==> config.mk <==
export PLATFORM = sky130hd
export DESIGN_NAME = cbcd_exec
export DESIGN_NICKNAME = d
export VERILOG_FILES = /design/src/verilog/cbcd_pkg.sv /design/src/verilog/cbcd_exec.sv
export SDC_FILE = /design/constraint.sdc
export NUM_CORES = 1
export LEC_CHECK = 0
export BUFFER_PORTS_ARGS = -buffer_cell sky130_fd_sc_hd__buf_4
export CAP_MARGIN = 10
export CORE_MARGIN = 2
export CORE_UTILIZATION = 40
export DETAILED_ROUTE_END_ITERATION = 10
export PLACE_DENSITY = 0.64
export SLEW_MARGIN = 20
export SYNTH_ARGS = -nofsm -noshare
export SYNTH_HDL_FRONTEND = slang
export SYNTH_SLANG_ARGS = --single-unit
==> constraint.sdc <==
create_clock -name i_clk -period 5.75 [get_ports i_clk]
set_clock_uncertainty 0.05 [all_clocks]
set_input_delay 1.15 -clock i_clk [delete_from_list [all_inputs] [get_ports i_clk]]
set_output_delay 1.15 -clock i_clk [all_outputs]
set_load 0.005 [all_outputs]
==> src/verilog/cbcd_pkg.sv <==
// constants, opcodes and state types for the bit, compare and divide execution slice
// assumes a core that decodes instructions, reads operands and retires results itself
// Operation
// - test-bit-skip-if-set takes one word and one cycle, or two or three when it skips the next one- or two-word instruction on a set bit, no flags.
// - test-bit copies the selected bit, chosen by literal or by a register, into carry, or its complement into zero, in one cycle.
// - test-then-set captures the selected bit into carry, or its complement into zero, then sets that bit, in one cycle.
// - subroutine call takes two cycles, direct with a 23-bit target or indirect from a register, no flags.
// - watchdog clear restarts the watchdog with a one-cycle pulse, no flags.
// - compare subtracts the second operand from the first without storing, updating all five flags.
// - compare-with-borrow also subtracts the inverted carry, updating all five flags in one cycle.
// - compare-with-zero compares an operand against zero, updating all five flags in one cycle.
// - compare-and-skip tests equal, greater, less or not equal and skips when true, no flags.
// - decimal adjust corrects the low byte to packed BCD, updates only carry, in one cycle.
// - interrupt disable blocks interrupts for a 14-bit literal count of cycles, no flags.
// - divide is signed or unsigned 16/16 or 32/16 in 18 cycles, updating negative, zero, carry, overflow.
// - find-bit-change scans from the msb for the first bit unlike the sign, one cycle, no flags.
// - find-first-one-left finds the highest set bit in one cycle and updates carry.
// - find-first-one-right finds the lowest set bit in one cycle and updates carry.
package cbcd_pkg;

  // ==========================================================================
  // opcodes
  typedef enum logic [4:0] {
    OP_TEST_BIT_SKIP_IF_SET     = 5'h00,
    OP_TEST_BIT_TO_FLAG         = 5'h01,
    OP_TEST_THEN_SET_BIT        = 5'h02,
    OP_CALL_DIRECT              = 5'h03,
    OP_CALL_INDIRECT            = 5'h04,
    OP_WATCHDOG_CLEAR           = 5'h05,
    OP_COMPARE                  = 5'h06,
    OP_COMPARE_WITH_BORROW      = 5'h07,
    OP_COMPARE_WITH_ZERO        = 5'h08,
    OP_COMPARE_SKIP_EQUAL       = 5'h09,
    OP_COMPARE_SKIP_GREATER     = 5'h0A,
    OP_COMPARE_SKIP_LESS        = 5'h0B,
    OP_COMPARE_SKIP_NOT_EQUAL   = 5'h0C,
    OP_DECIMAL_ADJUST           = 5'h0D,
    OP_INTERRUPT_DISABLE_CYCLES = 5'h0E,
    OP_DIVIDE                   = 5'h0F,
    OP_FIND_BIT_CHANGE_LEFT     = 5'h10,
    OP_FIND_FIRST_ONE_LEFT      = 5'h11,
    OP_FIND_FIRST_ONE_RIGHT     = 5'h12
  } cbcd_op_e;

  // second operand source for compare and compare-with-borrow; compare-and-skip always takes i_opb
  localparam logic [1:0] SRC_DEFAULT_DEFAULT_WORKING_REGISTER = 2'h0;
  localparam logic [1:0] SRC_LIT5         = 2'h1;
  localparam logic [1:0] SRC_REGISTER     = 2'h2;

  // ==========================================================================
  // flag vector positions
  localparam int FLAG_C   = 0;
  localparam int FLAG_Z   = 1;
  localparam int FLAG_OVF = 2;
  localparam int FLAG_N   = 3;
  localparam int FLAG_DCY = 4;
  localparam logic [4:0] FLAGS_ALL = 5'h1F;
  localparam logic [4:0] FLAGS_DIV = 5'h0F;

  // ==========================================================================
  // timing counts, in instruction cycles
  localparam int CALL_CYCLES   = 2;
  localparam int SKIP_ONE_WORD = 2;
  localparam int SKIP_TWO_WORD = 3;
  localparam int DIV_CYCLES    = 18;
  localparam int DIV_STEPS     = DIV_CYCLES - 2;
  localparam int INTERRUPT_DISABLE_CYCLES_OP_W        = 14;

  // ==========================================================================
  // state
  typedef enum logic [2:0] {
    ST_IDLE  = 3'b001,
    ST_STALL = 3'b010,
    ST_DIV   = 3'b100
  } cbcd_state_e;

  typedef struct packed {
    cbcd_state_e       state;
    logic [4:0]        cnt;
    logic [15:0]       div_rem;
    logic [15:0]       div_q;
    logic [15:0]       div_d;
    logic              div_neg;
    logic              div_rneg;
    logic              div_sgn;
    logic              div_ov;
    logic [INTERRUPT_DISABLE_CYCLES_OP_W-1:0] interrupt_disable_cycles_op_cnt;
    logic [15:0]       result;
    logic [15:0]       remainder;
    logic              result_we;
    logic [4:0]        flags;
    logic [4:0]        flags_we;
    logic              done;
    logic              skip;
    logic              wdt;
    logic              call_push;
    logic [22:0]       call_target;
  } cbcd_state_s;

endpackage

==> src/verilog/cbcd_exec.sv <==
// execution slice for bit test, call, watchdog clear, compare, decimal adjust, interrupt disable,
// divide and bit scan; the core issues one operation at a time while o_ready is high
`timescale 1ns/1ps
module cbcd_exec #(
  parameter int DATA_W = 16
) (
  input  wire logic              i_clk,
  input  wire logic              i_reset_n,
  input  wire logic              i_issue,
  input  wire cbcd_pkg::cbcd_op_e i_op,
  input  wire logic [15:0]       i_opa,
  input  wire logic [15:0]       i_opa_hi,
  input  wire logic [15:0]       i_opb,
  input  wire logic [15:0]       i_default_working_register,
  input  wire logic [1:0]        i_opb_src,
  input  wire logic [4:0]        i_lit5,
  input  wire logic [3:0]        i_bit_lit,
  input  wire logic              i_bit_dynamic,
  input  wire logic              i_to_zero,
  input  wire logic [22:0]       i_lit23,
  input  wire logic [13:0]       i_lit14,
  input  wire logic              i_div_signed,
  input  wire logic              i_div_long,
  input  wire logic              i_next_two_word,
  input  wire logic              i_carry,
  input  wire logic              i_zero,
  input  wire logic              i_digit_carry_flag,
  output logic                   o_ready,
  output logic                   o_done,
  output logic [15:0]            o_result,
  output logic [15:0]            o_remainder,
  output logic                   o_result_we,
  output logic [4:0]             o_flags,
  output logic [4:0]             o_flags_we,
  output logic                   o_skip,
  output logic                   o_wdt_restart,
  output logic                   o_call_push,
  output logic [22:0]            o_call_target,
  output logic                   o_int_block
);
  import cbcd_pkg::*;

  // refused at elaboration: the datapath below is hard-wired to 16 bits
  if (DATA_W != 16) begin : g_data_w_check
    $error("cbcd_exec serves a 16-bit data path only");
  end

  cbcd_state_s s_reg;
  cbcd_state_s s_next;

  // ==========================================================================
  // scan helpers
  function automatic logic [15:0] first_one_left(input logic [15:0] v);
    first_one_left = 16'h0000;
    for (int i = 0; i < 16; i++) begin
      if (v[i]) begin
        first_one_left = 16'(16 - i);
      end
    end
  endfunction

  function automatic logic [15:0] first_one_right(input logic [15:0] v);
    first_one_right = 16'h0000;
    for (int i = 15; i >= 0; i--) begin
      if (v[i]) begin
        first_one_right = 16'(i + 1);
      end
    end
  endfunction

  function automatic logic [15:0] bit_change_left(input logic [15:0] v);
    bit_change_left = 16'h0000;
    for (int i = 0; i < 15; i++) begin
      if (v[i] != v[15]) begin
        bit_change_left = 16'(i);
      end
    end
  endfunction

  // ==========================================================================
  // operand shaping
  logic        issue;
  logic [3:0]  bit_pos;
  logic        sel_bit;
  logic [15:0] opb_sel;
  logic        cin;
  logic [16:0] sum;
  logic [8:0]  lsum;
  logic [8:0]  decimal_adjust_op;
  logic [31:0] dividend;
  logic [31:0] dvd_mag;
  logic [15:0] dvs_mag;
  logic [16:0] trial;
  logic [15:0] q_fin;

  assign o_ready = (s_reg.state == ST_IDLE);
  assign issue   = i_issue && o_ready;
  assign bit_pos = i_bit_dynamic ? i_opb[3:0] : i_bit_lit;
  assign sel_bit = i_opa[bit_pos];

  always_comb begin
    case (i_opb_src)
      SRC_DEFAULT_DEFAULT_WORKING_REGISTER: opb_sel = i_default_working_register;
      SRC_LIT5:         opb_sel = {11'h000, i_lit5};
      default:          opb_sel = i_opb;
    endcase
    if (i_op == OP_COMPARE_WITH_ZERO) begin
      opb_sel = 16'h0000;
    end
  end

  // subtraction as a + ~b + carry-in; borrow form feeds the live carry
  assign cin  = (i_op == OP_COMPARE_WITH_BORROW) ? i_carry : 1'b1;
  assign sum  = {1'b0, i_opa} + {1'b0, ~opb_sel} + {16'h0000, cin};
  assign lsum = {1'b0, i_opa[7:0]} + {1'b0, ~opb_sel[7:0]} + {8'h00, cin};

  always_comb begin
    decimal_adjust_op = {1'b0, i_opa[7:0]};
    if (decimal_adjust_op[3:0] > 4'h9 || i_digit_carry_flag) begin
      decimal_adjust_op = decimal_adjust_op + 9'h006;
    end
    if (decimal_adjust_op[7:4] > 4'h9 || i_carry || decimal_adjust_op[8]) begin
      decimal_adjust_op = decimal_adjust_op + 9'h060;
    end
  end

  // magnitudes up front so the loop is plain restoring division
  assign dividend = i_div_long ? {i_opa_hi, i_opa}
                  : (i_div_signed ? {{16{i_opa[15]}}, i_opa} : {16'h0000, i_opa});
  assign dvd_mag  = (i_div_signed && dividend[31]) ? (32'h00000000 - dividend) : dividend;
  assign dvs_mag  = (i_div_signed && i_opb[15]) ? (16'h0000 - i_opb) : i_opb;
  assign trial    = {s_reg.div_rem, s_reg.div_q[15]};
  assign q_fin    = s_reg.div_neg ? (16'h0000 - s_reg.div_q) : s_reg.div_q;

  // ==========================================================================
  // next state
  always_comb begin
    s_next           = s_reg;
    s_next.done      = 1'b0;
    s_next.skip      = 1'b0;
    s_next.wdt       = 1'b0;
    s_next.call_push = 1'b0;
    s_next.result_we = 1'b0;
    s_next.flags_we  = 5'h00;
    if (s_reg.interrupt_disable_cycles_op_cnt != '0) begin
      s_next.interrupt_disable_cycles_op_cnt = s_reg.interrupt_disable_cycles_op_cnt - INTERRUPT_DISABLE_CYCLES_OP_W'(1);
    end
    case (s_reg.state)
      ST_IDLE: begin
        if (issue) begin
          s_next.done  = 1'b1;
          s_next.flags = s_reg.flags;
          case (i_op)
            OP_TEST_BIT_SKIP_IF_SET,
            OP_COMPARE_SKIP_EQUAL,
            OP_COMPARE_SKIP_GREATER,
            OP_COMPARE_SKIP_LESS,
            OP_COMPARE_SKIP_NOT_EQUAL: begin
              if ((i_op == OP_TEST_BIT_SKIP_IF_SET && sel_bit) ||
                  (i_op == OP_COMPARE_SKIP_EQUAL && i_opa == i_opb) ||
                  (i_op == OP_COMPARE_SKIP_NOT_EQUAL && i_opa != i_opb) ||
                  (i_op == OP_COMPARE_SKIP_GREATER && $signed(i_opa) > $signed(i_opb)) ||
                  (i_op == OP_COMPARE_SKIP_LESS && $signed(i_opa) < $signed(i_opb))) begin
                s_next.skip  = 1'b1;
                s_next.state = ST_STALL;
                s_next.cnt   = i_next_two_word ? 5'(SKIP_TWO_WORD - 1)
                                               : 5'(SKIP_ONE_WORD - 1);
              end
            end
            OP_TEST_BIT_TO_FLAG,
            OP_TEST_THEN_SET_BIT: begin
              if (i_to_zero) begin
                s_next.flags[FLAG_Z]    = ~sel_bit;
                s_next.flags_we[FLAG_Z] = 1'b1;
              end else begin
                s_next.flags[FLAG_C]    = sel_bit;
                s_next.flags_we[FLAG_C] = 1'b1;
              end
              if (i_op == OP_TEST_THEN_SET_BIT) begin
                s_next.result    = i_opa | (16'h0001 << bit_pos);
                s_next.result_we = 1'b1;
              end
            end
            OP_CALL_DIRECT,
            OP_CALL_INDIRECT: begin
              s_next.call_push   = 1'b1;
              s_next.call_target = (i_op == OP_CALL_DIRECT) ? i_lit23 : {7'h00, i_opa};
              s_next.state       = ST_STALL;
              s_next.cnt         = 5'(CALL_CYCLES - 1);
            end
            OP_WATCHDOG_CLEAR: begin
              s_next.wdt = 1'b1;
            end
            OP_COMPARE,
            OP_COMPARE_WITH_BORROW,
            OP_COMPARE_WITH_ZERO: begin
              s_next.flags[FLAG_C]   = sum[16];
              s_next.flags[FLAG_DCY] = lsum[8];
              s_next.flags[FLAG_N]   = sum[15];
              s_next.flags[FLAG_OVF] = (i_opa[15] != opb_sel[15]) && (sum[15] != i_opa[15]);
              // borrow form keeps zero sticky across a multi-word compare
              s_next.flags[FLAG_Z]   = (sum[15:0] == 16'h0000) &&
                                       (i_op != OP_COMPARE_WITH_BORROW || i_zero);
              s_next.flags_we        = FLAGS_ALL;
            end
            OP_DECIMAL_ADJUST: begin
              s_next.result           = {i_opa[15:8], decimal_adjust_op[7:0]};
              s_next.result_we        = 1'b1;
              s_next.flags[FLAG_C]    = decimal_adjust_op[8] | i_carry;
              s_next.flags_we[FLAG_C] = 1'b1;
            end
            OP_INTERRUPT_DISABLE_CYCLES: begin
              s_next.interrupt_disable_cycles_op_cnt = i_lit14;
            end
            OP_DIVIDE: begin
              s_next.done     = 1'b0;
              s_next.state    = ST_DIV;
              s_next.cnt      = 5'(DIV_STEPS);
              s_next.div_rem  = dvd_mag[31:16];
              s_next.div_q    = dvd_mag[15:0];
              s_next.div_d    = dvs_mag;
              s_next.div_sgn  = i_div_signed;
              s_next.div_neg  = i_div_signed && (dividend[31] ^ i_opb[15]);
              s_next.div_rneg = i_div_signed && dividend[31];
              s_next.div_ov   = (dvs_mag == 16'h0000) || (dvd_mag[31:16] >= dvs_mag);
            end
            OP_FIND_BIT_CHANGE_LEFT: begin
              s_next.result    = bit_change_left(i_opa);
              s_next.result_we = 1'b1;
            end
            OP_FIND_FIRST_ONE_LEFT,
            OP_FIND_FIRST_ONE_RIGHT: begin
              s_next.result           = (i_op == OP_FIND_FIRST_ONE_LEFT) ? first_one_left(i_opa)
                                                                         : first_one_right(i_opa);
              s_next.result_we        = 1'b1;
              s_next.flags[FLAG_C]    = (i_opa == 16'h0000);
              s_next.flags_we[FLAG_C] = 1'b1;
            end
            default: begin
              s_next.done = 1'b0;
            end
          endcase
        end
      end
      ST_STALL: begin
        s_next.cnt = s_reg.cnt - 5'h01;
        if (s_reg.cnt == 5'h01) begin
          s_next.state = ST_IDLE;
        end
      end
      ST_DIV: begin
        if (s_reg.cnt != 5'h00) begin
          s_next.cnt   = s_reg.cnt - 5'h01;
          s_next.div_q = {s_reg.div_q[14:0], trial >= {1'b0, s_reg.div_d}};
          s_next.div_rem = (trial >= {1'b0, s_reg.div_d}) ? 16'(trial - {1'b0, s_reg.div_d})
                                                         : trial[15:0];
        end else begin
          // a signed quotient past the 16-bit range counts as overflow
          s_next.result            = q_fin;
          s_next.remainder         = s_reg.div_rneg ? (16'h0000 - s_reg.div_rem) : s_reg.div_rem;
          s_next.result_we         = 1'b1;
          s_next.flags[FLAG_N]     = q_fin[15];
          s_next.flags[FLAG_Z]     = (q_fin == 16'h0000);
          s_next.flags[FLAG_C]     = (s_reg.div_rem != 16'h0000);
          s_next.flags[FLAG_OVF]   = s_reg.div_ov || (s_reg.div_sgn && s_reg.div_q[15] &&
                                     !(s_reg.div_neg && s_reg.div_q == 16'h8000));
          s_next.flags_we          = FLAGS_DIV;
          s_next.done              = 1'b1;
          s_next.state             = ST_IDLE;
        end
      end
      default: begin
        s_next.state = ST_IDLE;
      end
    endcase
  end

  always_ff @(posedge i_clk) begin
    if (!i_reset_n) begin
      s_reg       <= '0;
      s_reg.state <= ST_IDLE;
    end else begin
      s_reg <= s_next;
    end
  end

  assign o_done        = s_reg.done;
  assign o_result      = s_reg.result;
  assign o_remainder   = s_reg.remainder;
  assign o_result_we   = s_reg.result_we;
  assign o_flags       = s_reg.flags;
  assign o_flags_we    = s_reg.flags_we;
  assign o_skip        = s_reg.skip;
  assign o_wdt_restart = s_reg.wdt;
  assign o_call_push   = s_reg.call_push;
  assign o_call_target = s_reg.call_target;
  assign o_int_block   = (s_reg.interrupt_disable_cycles_op_cnt != '0);

  // ==========================================================================
  // checks
  skip_stall_a: assert property (@(posedge i_clk) disable iff (!i_reset_n)
    issue && i_op == OP_TEST_BIT_SKIP_IF_SET && sel_bit && !i_next_two_word
    |=> o_skip && !o_ready && o_flags_we == 5'h00 ##1 o_ready)
    else $error("skip over one word did not take two cycles");
  skip_long_a: assert property (@(posedge i_clk) disable iff (!i_reset_n)
    issue && i_op == OP_COMPARE_SKIP_EQUAL && i_opa == i_opb && i_next_two_word
    |=> o_skip ##0 !o_ready [*2] ##1 o_ready)
    else $error("skip over two words did not take three cycles");
  test_flag_a: assert property (@(posedge i_clk) disable iff (!i_reset_n)
    issue && i_op == OP_TEST_BIT_TO_FLAG && !i_to_zero
    |=> o_flags_we == 5'h01 && o_flags[FLAG_C] == $past(sel_bit) && !o_result_we)
    else $error("tested bit not copied to carry");
  test_set_a: assert property (@(posedge i_clk) disable iff (!i_reset_n)
    issue && i_op == OP_TEST_THEN_SET_BIT
    |=> o_result_we && o_result == ($past(i_opa) | (16'h0001 << $past(bit_pos))))
    else $error("tested bit not set afterwards");
  call_len_a: assert property (@(posedge i_clk) disable iff (!i_reset_n)
    issue && (i_op == OP_CALL_DIRECT || i_op == OP_CALL_INDIRECT)
    |=> o_call_push && !o_ready && o_flags_we == 5'h00 ##1 o_ready)
    else $error("call did not take two cycles");
  wdt_clear_a: assert property (@(posedge i_clk) disable iff (!i_reset_n)
    issue && i_op == OP_WATCHDOG_CLEAR |=> o_wdt_restart && o_ready ##1 !o_wdt_restart)
    else $error("watchdog restart not a single pulse");
  compare_nostore_a: assert property (@(posedge i_clk) disable iff (!i_reset_n)
    issue && i_op == OP_COMPARE |=> !o_result_we && o_flags_we == 5'h1F
    && o_flags[FLAG_Z] == ($past(i_opa) == $past(opb_sel)))
    else $error("compare stored a result or missed flags");
  interrupt_disable_cycles_op_block_a: assert property (@(posedge i_clk) disable iff (!i_reset_n)
    issue && i_op == OP_INTERRUPT_DISABLE_CYCLES && i_lit14 > 14'h0002
    |=> o_int_block [*3])
    else $error("interrupts not blocked after disable");
  div_len_a: assert property (@(posedge i_clk) disable iff (!i_reset_n)
    issue && i_op == OP_DIVIDE |=> !o_ready ##16 !o_ready && !o_done ##1 o_done && o_ready
    && o_flags_we == 5'h0F)
    else $error("divide did not finish in 18 cycles");
  ff1_none_a: assert property (@(posedge i_clk) disable iff (!i_reset_n)
    issue && i_op == OP_FIND_FIRST_ONE_LEFT |=> o_flags[FLAG_C] == ($past(i_opa) == 16'h0000)
    && o_result_we)
    else $error("find first one carry wrong");

endmodule

==> results.sh <==
export IMPL_setup_slack_reg_to_reg_ps=1790
export IMPL_critical_path_startpoint_type="input pin"
export IMPL_crit_fanout=15
export IMPL_routed_wire_length_per_instance_um=21.1
export IMPL_grt_util_all_layers_pct=28.1
export IMPL_post_cts_hold_buffer_count=0
export IMPL_min_to="o_remainder[15]"
export IMPL_r2r_start="s_reg[89]"
export IMPL_yosysUniqueCellTypes=79
export IMPL_layout_area_growth_over_synthesis_pct=14.6
export IMPL_timing_final_setup_violations=0
export IMPL_place_hpwl_mm=37.3
export IMPL_timing_slew_headroom_pct=22.3
export IMPL_synth_area_sq_mm=0.0131
export IMPL_slowest_stage="or4b_4"
export IMPL_syn_avg_cell_area_sq_um=7.26
export IMPL_placed_cells=2286
export IMPL_clock_insertion_delay_worst_skew_ps=440
export IMPL_synth_net_count=2020
export IMPL_clkPwrFrac_pct=35.4
export IMPL_min_path_type="reg -> reg"
export IMPL_antenna_violating_nets_left=0
export IMPL_internal_power_uw=2240
export IMPL_crit_path_cell_trace="buf_4 > inv_1 > ha_1 > nor2b_1 > nand3_1 > or4b_4 > nor2_4 > a21oi_1 > xnor2_1 > ha_1 > a21oi_1 > nor2b_1 > o21ai_0 > o21ai_0 > a2111oi_0 > o21ai_0 > o221a_2"
export IMPL_worst_pin_slew_ps=1160
export IMPL_min_from="o_remainder[15]"
export IMPL_start_util_pct=40.4
export IMPL_netSwitchingFraction_pct=34.1
export IMPL_synth_compound_area_share_pct=27.9
export IMPL_count_of_placed_standard_cells_in_the_final_layout_fillers_left_out=2318
export IMPL_ff_latch_area_sq_mm=0.00286
export IMPL_fraction_of_synthesized_area_in_multiplexers_pct=4.03
export IMPL_critical_path_max_stage_delay_ps=630
export IMPL_whs_path_depth=2
export IMPL_worst_setup_path_type="in -> reg"
export IMPL_worstReg2RegEnd="s_reg[127]"
export IMPL_setup_total_negative_slack_ps=0
export IMPL_layout_commonest_cell="buf_4"
export IMPL_post_cts_setup_buffers=0
export IMPL_max_cap_check_violation_count=0
export IMPL_synth_yosys_warnings=0
export IMPL_yosys_area_share_simple_pct=22.8
export IMPL_power_combinational_fraction_pct=32.0
export IMPL_syn_instance_count=1808
export IMPL_first_iter_violations=1421
export IMPL_synth_adder_area_share_pct=8.18
export IMPL_run_status="finished, final reports clean"
export IMPL_fin_nets=2075
export IMPL_global_route_wire_length_before_repair_mm=74.5
export IMPL_cts_made_buffers=17
export IMPL_final_layout_size_suffix_gt1_share_pct=15.7
export IMPL_die_w_um=185
export IMPL_power_static_leakage_uw=0.00609
export IMPL_min_period_ps=4560
export IMPL_cts_max_path_buffers=2
export IMPL_post_route_util_pct=46.3
export IMPL_core_area_sq_mm=0.0325
export IMPL_die_height_um=185
export IMPL_route_vias_total=13900
export IMPL_multiInputGateArea_sq_mm=0.00907
export IMPL_synth_edff_count=0
export IMPL_peakVddDrop_uv=199
export IMPL_tritoncts_clock_tree="built"
export IMPL_root_buffer="clkbuf_16"
export IMPL_post_synthesis_xor_xnor_area_fraction_pct=6.01
export IMPL_postSynth_asyncResetShare_pct=0
export IMPL_number_of_placement_rows=66
export IMPL_grt_antenna_before_repair=0
export IMPL_critical_path_top_cell_by_count="o21ai_0"
export IMPL_grt_start_max_net_pins=48
export IMPL_drt_first_pass_iters=7
export IMPL_max_freq_ghz=0.219
export IMPL_remaining_global_route_overflow=0
export IMPL_fillCellCount=3350
export IMPL_largest_register_ffs=74
export IMPL_cp_data_required_time_ps=6020
export IMPL_first_global_vias=12800
export IMPL_timing_final_hold_violations=0
export IMPL_dominant_combinational_cell_family_by_area_after_synthesis="compound AO/OA/AOI/OAI gates"
export IMPL_cts_resized_gates=0
export IMPL_routabilityCongestion=0.947
export IMPL_report_final_slew_viol_count=0
export IMPL_min_period_over_period_pct=79.4
export IMPL_synth_ff_latch_count=143
export IMPL_vias_per_cell=6.01
export IMPL_total_die_area_sq_mm=0.0343
export IMPL_seq_power_share_pct=32.6
export IMPL_cts_sink_count=143
export IMPL_power_per_cell_area_mw_per_mm2=226
export IMPL_flip_flop_cell_with_the_highest_count_after_synthesis="dfxtp_1"
export IMPL_ctsHtreeMaxLevel=4
export IMPL_routed_wirelength_mm=49.0
export IMPL_worst_setup_path_end_kind="register"
export IMPL_clk_pin_slew_worst_paths_ps=60
export IMPL_num_io_pins=200
export IMPL_n_antenna_cell=0
export IMPL_reg2regPathDepth=11
export IMPL_setup_repair_after_global_routing_missed_its_margin="no"
export IMPL_p_switching_uw=1160
export IMPL_drc=0
export IMPL_final_cell_mix="buf_4, nor2_1, nand2_1"
export IMPL_total_power_uw=3400
export IMPL_critPathArrivalTime_ps=4830
export IMPL_share_of_synthesized_area_occupied_by_flip_flops_and_latches_pct=21.8
export IMPL_port_buffers=199
per-stage QoR:
| step | hold WS, ps | instance area [sq um] | setup slack, ps |
|---|---|---|---|
| after floorplan | 382 | 13100 | 1270 |
| after global placement | 396 | 14400 | 749 |
| after detailed placement | 396 | 14400 | 764 |
| after CTS | 404 | 15000 | 1220 |
| after global routing | 422 | 15000 | 848 |
| final | 400 | 15000 | 1190 |
synth_stat cells, drive strengths merged (53+ instances only):
cell type  instances  area (sq um)
ha                81          1010
clkbuf           103           387
buf               77           536
a21oi            121           606
nor3              53           270
nor2             205           777
xnor2             61           534
o21ai            130           651
inv               73           274
dfxtp            143          2860
nand2            165           619
a211oi            73           548
worst max-delay path by stage:
stage / slack [ps] / end / cells past startpoint / from
floorplan: 1270 / s_reg[84] / 17 / i_opa[1]
global placement: 750 / s_reg[84] / 17 / i_opa[1]
detailed placement: 760 / s_reg[84] / 17 / i_opa[1]
CTS: 1220 / s_reg[84] / 17 / i_opa[1]
global route: 850 / s_reg[84] / 17 / i_opa[1]
finish: 1190 / s_reg[84] / 17 / i_opa[1]
cells by family after synthesis:
kind of cell / count (synthesis)
compound gates: 551
flops: 143
fa+ha+maj: 84
simple gates: 631
mux: 51
buf+inv: 258
xor+xnor: 90
routing by layer:
| metal | track usage [%] | share of wire, % | vias to the layer above |
|---|---|---|---|
| li1 | - | - | 6649 |
| met1 | 38.8 | 44 | 6558 |
| met2 | 45.8 | 47 | 634 |
| met3 | 3.15 | 7.0 | 86 |
| met4 | 8.95 | 2.9 | 0 |
| met5 | 0 | 0 | - |
final cells by class:
cell class	instances	area share (%)
multi-input combinational	1407	60.3
sequential	143	19.0
timing repair buffer	216	10.8
tap	442	3.68
clock buffer	19	2.95
inverter	78	1.96
clock inverter	13	1.26
power groups by stage:
stage	Clock, uW	Combinational (uW)	Sequential (uW)
5_1_grt	1260	1190	1120
3_3_place_gp	0	1060	1130
6_report	1200	1090	1110
3_5_place_dp	0	1070	1130
4_1_cts	1210	1070	1110
2_1_floorplan	0	743	1110
critical path, delay by kind of cell:
family | cells | cell delay (ps)
simple gates | 5 | 1410
compound gates | 7 | 1140
fa+ha+maj | 2 | 470
buf+inv | 2 | 390
xor+xnor | 1 | 270
No activity file was read; power rests on OpenSTA's default activity.
